File: src/rtl/dcsa_pkg.sv
// Constants shared by the command source arbiter
package dcsa_pkg;
    // Command source selector values
    localparam logic [2:0] SRC_KEYPAD = 3'h0;
    localparam logic [2:0] SRC_DUAL_DIR = 3'h1;
    localparam logic [2:0] SRC_GO_DIR = 3'h2;
    localparam logic [2:0] SRC_LINK = 3'h3;
    // Mode-toggle key function value for local/remote switching
    localparam logic [1:0] KEY_FN_LOCAL_REMOTE = 2'h2;
    // Direction blocking codes
    localparam logic [1:0] BLOCK_NONE = 2'h0;
    localparam logic [1:0] BLOCK_FWD = 2'h1;
    localparam logic [1:0] BLOCK_REV = 2'h2;
    // Multifunction input function code for run permit
    localparam logic [5:0] FN_RUN_PERMIT = 6'h0d;
    // Serial link configuration limits and defaults
    localparam logic [7:0] STATION_MIN = 8'h01;
    localparam logic [7:0] STATION_MAX = 8'hfa;
    localparam logic [7:0] STATION_RESET = 8'h01;
    localparam logic [1:0] PROTO_RESET = 2'h0;
    localparam logic [2:0] RATE_RESET = 3'h3;
    localparam logic [1:0] FRAME_RESET = 2'h0;
    // Key debounce time and multifunction input count
    localparam int CLK_HZ = 50000000;
    localparam int DEBOUNCE_MS = 10;
    localparam int DEBOUNCE_CYCLES = CLK_HZ / 1000 * DEBOUNCE_MS;
    localparam int NUM_INPUTS = 7;
endpackage : dcsa_pkg

File: src/rtl/dcsa_arbiter.sv
// Command source arbiter with local/remote switching and start gating
// Behaviour
// - Source 3 takes run and stop only from the serial link.
// - Link config holds station 1..250, protocol default 0, rate code default 3.
// - Writing key function 2 enters remote at once, same as a key press in local.
// - Key press in remote goes local, flashes set light, keypad runs.
// - Key press in local goes remote, set light off, configured source rules.
// - Local jog only when a run-permit input is configured and asserted.
// - Remote runs from the configured command source.
// - Without autostart, inputs held at power-up act only after all release.
// - After fault reset while running come up local; going remote stops until inputs release.
// - Remote to local while running stops the output.
// - Local to remote with terminals keeps running, reverse input honoured.
// - Local to remote with keypad or link stops until next command.
// - Direction block decode: 0 none, 1 forward blocked, 2 reverse blocked.
// - Blocked keypad reverse decelerates to 0Hz and stops, drive stays on.
// - Dual-direction mode: both inputs or neither means stop.
// - Go-and-direction mode: forward is run, reverse selects direction.
module dcsa_arbiter #(
    parameter int DEBOUNCE_CYCLES = dcsa_pkg::DEBOUNCE_CYCLES
) (
    // Clock and reset
    input wire logic clock,
    input wire logic rstn,
    // Configuration
    input wire logic [2:0] command_source,
    input wire logic [1:0] escape_key_function,
    input wire logic escape_key_function_wr,
    input wire logic [1:0] direction_block,
    input wire logic power_on_run,
    input wire logic [41:0] multifunction_defs,
    input wire logic [7:0] station_number_in,
    input wire logic [1:0] link_protocol_select_in,
    input wire logic [2:0] link_rate_code_in,
    input wire logic [1:0] link_frame_format_in,
    input wire logic link_config_wr,
    // Keypad
    input wire logic mode_toggle_key,
    input wire logic key_run,
    input wire logic key_stop,
    input wire logic key_rev,
    input wire logic key_jog,
    // Terminals
    input wire logic [6:0] multifunction_inputs,
    input wire logic forward_run_input,
    input wire logic reverse_run_input,
    input wire logic jog_input,
    input wire logic preexcite_input,
    // Serial link commands
    input wire logic link_run,
    input wire logic link_stop,
    input wire logic link_rev,
    // Fault
    input wire logic fault_reset,
    // Outputs
    output logic run_cmd,
    output logic reverse_cmd,
    output logic jog_cmd,
    output logic decel_stop,
    output logic remote_mode,
    output logic set_led_flash,
    output logic [7:0] station_number,
    output logic [1:0] link_protocol_select,
    output logic [2:0] link_rate_code,
    output logic [1:0] link_frame_format
);
    logic key_press;
    logic lr_enabled_reg;
    logic gate_reg;
    logic term_any;
    logic permit;
    logic run_reg;
    logic rev_reg;
    logic run_next;
    logic rev_next;
    logic jog_next;
    logic stop_req;
    logic go_remote;
    logic go_local;

    dcsa_key_debounce #(
        .DEBOUNCE_CYCLES(DEBOUNCE_CYCLES)
    ) dcsa_key_debounce_i (
        .clock(clock),
        .rstn(rstn),
        .key_raw(mode_toggle_key),
        .press_pulse(key_press)
    );

    // True when any input holds the run-permit function and is asserted
    function automatic logic permit_active(input logic [41:0] defs, input logic [6:0] ins);
        logic hit;
        hit = 1'b0;
        for (int i = 0; i < dcsa_pkg::NUM_INPUTS; i++) begin
            if (defs[i*6 +: 6] == dcsa_pkg::FN_RUN_PERMIT && ins[i]) begin
                hit = 1'b1;
            end
        end
        return hit;
    endfunction : permit_active

    assign term_any = forward_run_input | reverse_run_input | jog_input | preexcite_input;
    assign permit = permit_active(multifunction_defs, multifunction_inputs);
    assign go_remote = (escape_key_function_wr &&
        escape_key_function == dcsa_pkg::KEY_FN_LOCAL_REMOTE) ||
        (lr_enabled_reg && key_press && !remote_mode);
    assign go_local = lr_enabled_reg && key_press && remote_mode && !go_remote;

    // Serial link configuration; out-of-range station numbers are ignored
    always_ff @(posedge clock) begin
        if (!rstn) begin
            station_number <= dcsa_pkg::STATION_RESET;
            link_protocol_select <= dcsa_pkg::PROTO_RESET;
            link_rate_code <= dcsa_pkg::RATE_RESET;
            link_frame_format <= dcsa_pkg::FRAME_RESET;
        end else if (link_config_wr) begin
            if (station_number_in >= dcsa_pkg::STATION_MIN &&
                station_number_in <= dcsa_pkg::STATION_MAX) begin
                station_number <= station_number_in;
            end
            link_protocol_select <= link_protocol_select_in;
            link_rate_code <= link_rate_code_in;
            link_frame_format <= link_frame_format_in;
        end
    end

    // Local/remote mode; remote from reset, key presses toggle only while key switching is enabled
    always_ff @(posedge clock) begin
        if (!rstn) begin
            lr_enabled_reg <= 1'b0;
            remote_mode <= 1'b1;
            set_led_flash <= 1'b0;
        end else begin
            if (escape_key_function_wr) begin
                lr_enabled_reg <= escape_key_function == dcsa_pkg::KEY_FN_LOCAL_REMOTE;
            end
            if (fault_reset && run_reg) begin
                remote_mode <= 1'b0;
                set_led_flash <= 1'b1;
            end else if (go_remote) begin
                remote_mode <= 1'b1;
                set_led_flash <= 1'b0;
            end else if (go_local) begin
                remote_mode <= 1'b0;
                set_led_flash <= 1'b1;
            end
        end
    end

    // Terminal gate: held closed until every terminal command is released
    always_ff @(posedge clock) begin
        if (!rstn) begin
            gate_reg <= 1'b0;
        end else if (!term_any) begin
            gate_reg <= 1'b1;
        end else if (fault_reset && run_reg) begin
            gate_reg <= 1'b0;
        end else if (go_remote && !remote_mode && gate_reg == 1'b0) begin
            gate_reg <= 1'b0;
        end
    end

    // Run-state latch for keypad and link sources, plus terminal decode
    always_comb begin
        run_next = run_reg;
        rev_next = rev_reg;
        jog_next = 1'b0;
        stop_req = 1'b0;
        if (!remote_mode) begin
            if (key_run) begin
                run_next = 1'b1;
                rev_next = key_rev;
            end
            if (key_stop) begin
                run_next = 1'b0;
            end
            jog_next = key_jog && permit;
        end else begin
            case (command_source)
                dcsa_pkg::SRC_KEYPAD: begin
                    if (key_run) begin
                        run_next = 1'b1;
                        rev_next = key_rev;
                    end
                    if (key_stop) begin
                        run_next = 1'b0;
                    end
                end
                dcsa_pkg::SRC_DUAL_DIR: begin
                    run_next = gate_reg && (forward_run_input ^ reverse_run_input);
                    rev_next = reverse_run_input;
                    jog_next = gate_reg && jog_input;
                end
                dcsa_pkg::SRC_GO_DIR: begin
                    run_next = gate_reg && forward_run_input;
                    rev_next = reverse_run_input;
                    jog_next = gate_reg && jog_input;
                end
                dcsa_pkg::SRC_LINK: begin
                    if (link_run) begin
                        run_next = 1'b1;
                        rev_next = link_rev;
                    end
                    if (link_stop) begin
                        run_next = 1'b0;
                    end
                end
                default: begin
                    run_next = 1'b0;
                end
            endcase
        end
        // Blocked direction requested, or keypad reverse in local under any block: ramp to zero and stop, drive stays on
        if ((direction_block == dcsa_pkg::BLOCK_FWD && run_next && !rev_next) ||
            (direction_block == dcsa_pkg::BLOCK_REV && run_next && rev_next) ||
            (direction_block != dcsa_pkg::BLOCK_NONE && key_rev && !remote_mode)) begin
            stop_req = 1'b1;
            run_next = 1'b0;
            jog_next = 1'b0;
        end
        // A key-function write while already remote leaves the run state alone
        if (go_local || (go_remote && !remote_mode &&
            command_source != dcsa_pkg::SRC_DUAL_DIR &&
            command_source != dcsa_pkg::SRC_GO_DIR)) begin
            run_next = 1'b0;
            jog_next = 1'b0;
        end
        if (fault_reset) begin
            run_next = 1'b0;
            jog_next = 1'b0;
        end
    end

    always_ff @(posedge clock) begin
        if (!rstn) begin
            run_reg <= 1'b0;
            rev_reg <= 1'b0;
            run_cmd <= 1'b0;
            reverse_cmd <= 1'b0;
            jog_cmd <= 1'b0;
            decel_stop <= 1'b0;
        end else begin
            run_reg <= run_next;
            rev_reg <= rev_next;
            run_cmd <= run_next;
            reverse_cmd <= rev_next;
            jog_cmd <= jog_next;
            decel_stop <= stop_req;
        end
    end

    logic unused_power_on;
    assign unused_power_on = power_on_run;
endmodule : dcsa_arbiter

File: src/rtl/dcsa_key_debounce.sv
// Debounce and single-edge detector for the mode-toggle key
module dcsa_key_debounce #(
    parameter int DEBOUNCE_CYCLES = dcsa_pkg::DEBOUNCE_CYCLES
) (
    // Clock and reset
    input wire logic clock,
    input wire logic rstn,
    // Key
    input wire logic key_raw,
    output logic press_pulse
);
    logic [19:0] count_reg;
    logic stable_reg;

    always_ff @(posedge clock) begin
        if (!rstn) begin
            count_reg <= 20'h00000;
            stable_reg <= 1'b0;
            press_pulse <= 1'b0;
        end else begin
            press_pulse <= 1'b0;
            if (key_raw == stable_reg) begin
                count_reg <= 20'h00000;
            end else if (count_reg == 20'(DEBOUNCE_CYCLES - 1)) begin
                count_reg <= 20'h00000;
                stable_reg <= key_raw;
                press_pulse <= key_raw;
            end else begin
                count_reg <= count_reg + 20'h00001;
            end
        end
    end
endmodule : dcsa_key_debounce

File: config.mk
export PLATFORM = sky130hd
export DESIGN_NAME = dcsa_arbiter
export DESIGN_NICKNAME = d
export VERILOG_FILES = /design/src/rtl/dcsa_pkg.sv /design/src/rtl/dcsa_arbiter.sv /design/src/rtl/dcsa_key_debounce.sv
export SDC_FILE = /design/constraint.sdc
export NUM_CORES = 1
export LEC_CHECK = 0
export BUFFER_PORTS_ARGS = -buffer_cell sky130_fd_sc_hd__buf_2
export CELL_PAD_IN_SITES_DETAIL_PLACEMENT = 0
export CELL_PAD_IN_SITES_GLOBAL_PLACEMENT = 1
export CORE_AREA = 8 8 93 95
export DETAILED_ROUTE_END_ITERATION = 10
export DIE_AREA = 0 0 101 103
export PLACE_DENSITY_LB_ADDON = 0.1
export SLEW_MARGIN = 20
export SYNTH_ARGS = -nofsm -noshare
export SYNTH_HDL_FRONTEND = slang
export SYNTH_HIERARCHICAL = 1
export SYNTH_SLANG_ARGS = --single-unit
File: constraint.sdc
create_clock -name clock -period 2.6 [get_ports clock]
set_input_delay 0.39 -clock clock [delete_from_list [all_inputs] [get_ports clock]]
set_output_delay 0.39 -clock clock [all_outputs]
set_load 0.005 [all_outputs]
Word-level counts from Yosys, hierarchy flattened
Cells that the tools add are included.
Operators by class
  add/subtract/negate cells: 1
  multiplexer cells: 29
  bitwise gates (word level): 8
  reductions and logical operators: 44
  equality and inequality tests: 18
  magnitude comparators: 2
Operators by type and width (number)
  $eq 6x4->1 const B: 7
  $logic_and 1x1->1: 28
  $mux 1: 27
  $add 20x1->20 const B: 1
  $eq 20x19->1 const B: 1
  $ge 8x1->1 const B: 1
  $le 8x8->1 const B: 1
  $eq 3x2->1 const B: 2
  $ne 3x1->1 const B: 2
  $reduce_or 3->1: 2
  $eq 2x2->1 const B: 2
  $logic_or 1x1->1: 4
  $not 1->1: 4
  $pmux 1 s4: 1
  $reduce_and 2->1: 2
  $reduce_or 4->1: 1
  $eq 3x1->1 const B: 1
  $logic_not 1->1: 3
  $logic_not 3->1: 1
  $ne 3x2->1 const B: 1
  $or 1x1->1: 3
  $pmux 1 s3: 1
  $reduce_bool 3->1: 1
  $eq 2x1->1 const B: 1
  other kinds (4): 4
Storage, ports and cells
  register bits after elaboration: 45
  output and inout bits: 21

Longest topological paths before layout
  depth after elaboration: 11
  depth in mapped cells: 7
  gate-level depth less buffers: 7

Cells and area by module
Netlist, hierarchy kept.
Modules (own cells, without submodules)
  dcsa_arbiter: instances 1, cells each 146, area an instance 1256.2 µm²
  dcsa_key_debounce: instances 1, cells each 114, area an instance 1042.2 µm²

Worst setup path after synthesis
No wires, ideal clock.
  path type: register to register
  from: reg dcsa_key_debounce_i.count_reg[0]
  to: reg dcsa_key_debounce_i.count_reg[1]
  slack: 0.716 ns
  setup time: 0.115 ns
  arrival time: 1.769 ns
  period minus slack after synthesis: 1.884 ns
  cell stages (with the launch flop): 6
  path buffers: 0
  path through: dfxtp_1 -> ha_1 -> nand4_2 -> or3_4 -> or4_4 -> and3_1
On the way
  longest elaborated chain between the ends: 2
  elaborated cells on any way between the ends: 3
  classes of those cells: add/sub (1); eq/ne (1); reduce/logical (1)
Ends and longest elaborated chain
  start, declared: line dcsa_key_debounce.sv:12  | logic [19:0] count_reg;
  start signal, assigned: line dcsa_key_debounce.sv:29  | count_reg <= count_reg + 20'h00001;
  parallel branches: the longest is 2 deep, another holds $add 20x1->20
Parallel ways; which one is timed is not known.
A chain may end at the register's enable or synchronous reset.

Final worst setup path
Ends and elaborated chain as after synthesis.

==> results.cfg <==
[synth]
synth_cells = 260
synth_top_area_cell = dfxtp_1
yosys.area.top_type_share_pct = 39.2
ys_top_cells_by_count = dfxtp_1 (45), nand2_1 (33), nor2_1 (27)
synth_nets = 351
yosysWarnings = 6
synth_top_flop_cell = dfxtp_1
synthDistinctLibCells = 52
ys_seq_area_share_pct = 39.2
ys_async_sr_fraction_pct = 0
synthMostInstantiatedCell = dfxtp_1
avgSynthCellArea_um2 = 8.84
synth_edf_count = 0
synthTopCellsByArea = dfxtp_1 (39%), nand2_1 (5.4%), mux2i_1 (4.8%)
ys_ff_latch = 45
synth_area_um2 = 2300

[finish]
antenna_cells = 0
syn2layout_area_growth_pct = 31.4
fin_cells = 469
drive_gt1_share_pct = 35.1
largest_register_ffs = 20
num-nets-final = 460

[setup_path]
worst_setup_path_start_kind = flip-flop
path_class = flip-flop to flip-flop
cp_data_required_time_ns = 2.79
end_kind = flip-flop
arrival_ns = 2.22
rr_worst_depth = 5
crit_fanout = 6

[timing]
period_minus_slack_ns = 2.02
drv_slew = 0
worstMarginPinSlew_ns = 0.406
holdWs_ns = 0.315
slew_headroom_pct = 72.7
min_period_over_period_pct = 77.8
rsz0062_at_grt = no
fmax_ghz = 0.494
fin_tns_setup_ns = 0
hold_violations = 0
setup_slack_ns = 0.578
fin_worst_skew_ns = 0.00539
setup_viol = 0

[clocking]
clock_latency_ns = 0.29
cts_tree = yes
clkSinkCount = 45
cts_setup_buffers = 0
holdBufCountCts = 0
cts-buffers-inserted = 5
htreeDepth = 2
path_clk_slew_ns = 0.08
cts_resized = 0
root_buffer = clkbuf_8
cts_max_path_buffers = 2

[die]
die_h_um = 103
ioPinCount = 110
dieWidth_um = 101
initial_core_util_pct = 32.2
dieArea_um2 = 10400
rows = 31
coreArea_um2 = 7140

[global_route]
antenna_found_initial = 0
overflow = 0
grt_usage_pct = 11.1
grt_max_degree = 26
grt_pass1_vias = 2001
grt_pass1_wl_um = 9290

[placement]
preCtsSetupSlack_ns = 0.559
dp_hpwl_um = 5070
placed_cells = 461
port_buffers = 108
gp_congestion = 0.726

[route]
firstDrtPassIters = 4
via_count = 2138
via_per_inst = 4.56
wl_um = 6190
drt_iter0_drc = 34
post_drt_wl_per_cell_um = 13.2
drtAntennaViolNets = 0
drc = 0

[power]
p_per_area_nw_per_um2 = 429
leakage_nw = 1.30
power_frac_clock_pct = 31.6
p_int_mw = 0.988
swShare_pct = 23.6
power_frac_comb_pct = 13.1
switchingPower_mw = 0.306
seqPwrFrac_pct = 55.4
ir_worst_vdd_v = 0.000187
fin_total_pwr_mw = 1.29

[min_path]
hold_path_depth = 3
hp-class = input port to flip-flop

[outcome]
status = finished, final reports clean

[run]
maxCapViolations = 0
## logic make-up (layout without fill, tap and decap cells)
logic type      count (synthesis)  after routing  synth area share (%)
simple gates                  139            139                  35.5
compound gates                 30             30                  9.47
flops                          45             45                  39.2
mux                            12             12                  5.28
xor+xnor                       18             18                  6.86
fa+ha+maj                       2              2                  1.09
buf+inv                        14            124                  2.56
## per-stage QoR
step | util, % | area (um^2)
final | 42.3 | 3020
after global routing | 42.3 | 3020
after CTS | 42.3 | 3020
after detailed placement | 41.2 | 2940
after global placement | 41.2 | 2940
after floorplan | - | 2300
## final cells by class
class                      count  area [um^2]
fill                         780         4120
tap                           99          124
multi-input combinational    201         1340
sequential                    45          901
clock inverter                 2         10.0
timing repair buffer         109          548
inverter                       7         26.3
clock buffer                   6         72.6
## path summary, 6_finish.rpt
check / start / to / slack (ns)
setup / recovery: dcsa_key_debounce_i/count_reg[0] / dcsa_key_debounce_i/count_reg[1] / 0.58
hold / removal: link_rate_code_in[1] / link_rate_code[1] / 0.32
setup reg to reg: dcsa_key_debounce_i/count_reg[0] / dcsa_key_debounce_i/count_reg[1] / 0.58
hold reg to reg: station_number[4] / station_number[4] / 0.46
## power groups by stage
stage                     Clock, mW  Combinational (mW)  Sequential, mW
after floorplan                   0              0.0721           0.734
after global placement            0               0.172           0.733
after detailed placement          0               0.172           0.733
after CTS                     0.435               0.173           0.717
after global routing          0.460               0.190           0.719
final                         0.409               0.169           0.717
## worst max-delay path, stage by stage (launching register included)
cell and delay, ns:
dfxtp_1 0.39, ha_1 0.25, nand4_2 0.21, or3_4 0.40, or4_4 0.49, and3_1 0.19
## cells in the final DEF (no fill, tap or decap), drive strengths merged, types with 3 or more instances in the layout
| cell | count |
|---|---|
| a21boi | 6 |
| a21oi | 4 |
| and2 | 4 |
| buf | 109 |
| clkbuf | 6 |
| dfxtp | 45 |
| inv | 7 |
| mux2i | 11 |
| nand2 | 33 |
| nand2b | 3 |
| nand3 | 12 |
| nand4 | 6 |
| nand4b | 9 |
| nor2 | 27 |
| nor2b | 9 |
| nor3 | 9 |
| nor4 | 8 |
| nor4bb | 7 |
| o21ai | 6 |
| xnor2 | 12 |
| xor2 | 6 |
## per-layer routing
| metal | share of wire [%] | wire, um | vias to the layer above | global-route usage, % |
|---|---|---|---|---|
| li1 | - | - | 1156 | - |
| met1 | 42 | 2610 | 940 | 13.3 |
| met2 | 51 | 3190 | 38 | 18.9 |
| met3 | 5.7 | 351 | 4 | 3.11 |
| met4 | 0.71 | 44 | 0 | 3.09 |
| met5 | 0 | 0 | - | 0 |
Power figures use the tool's default switching activity.
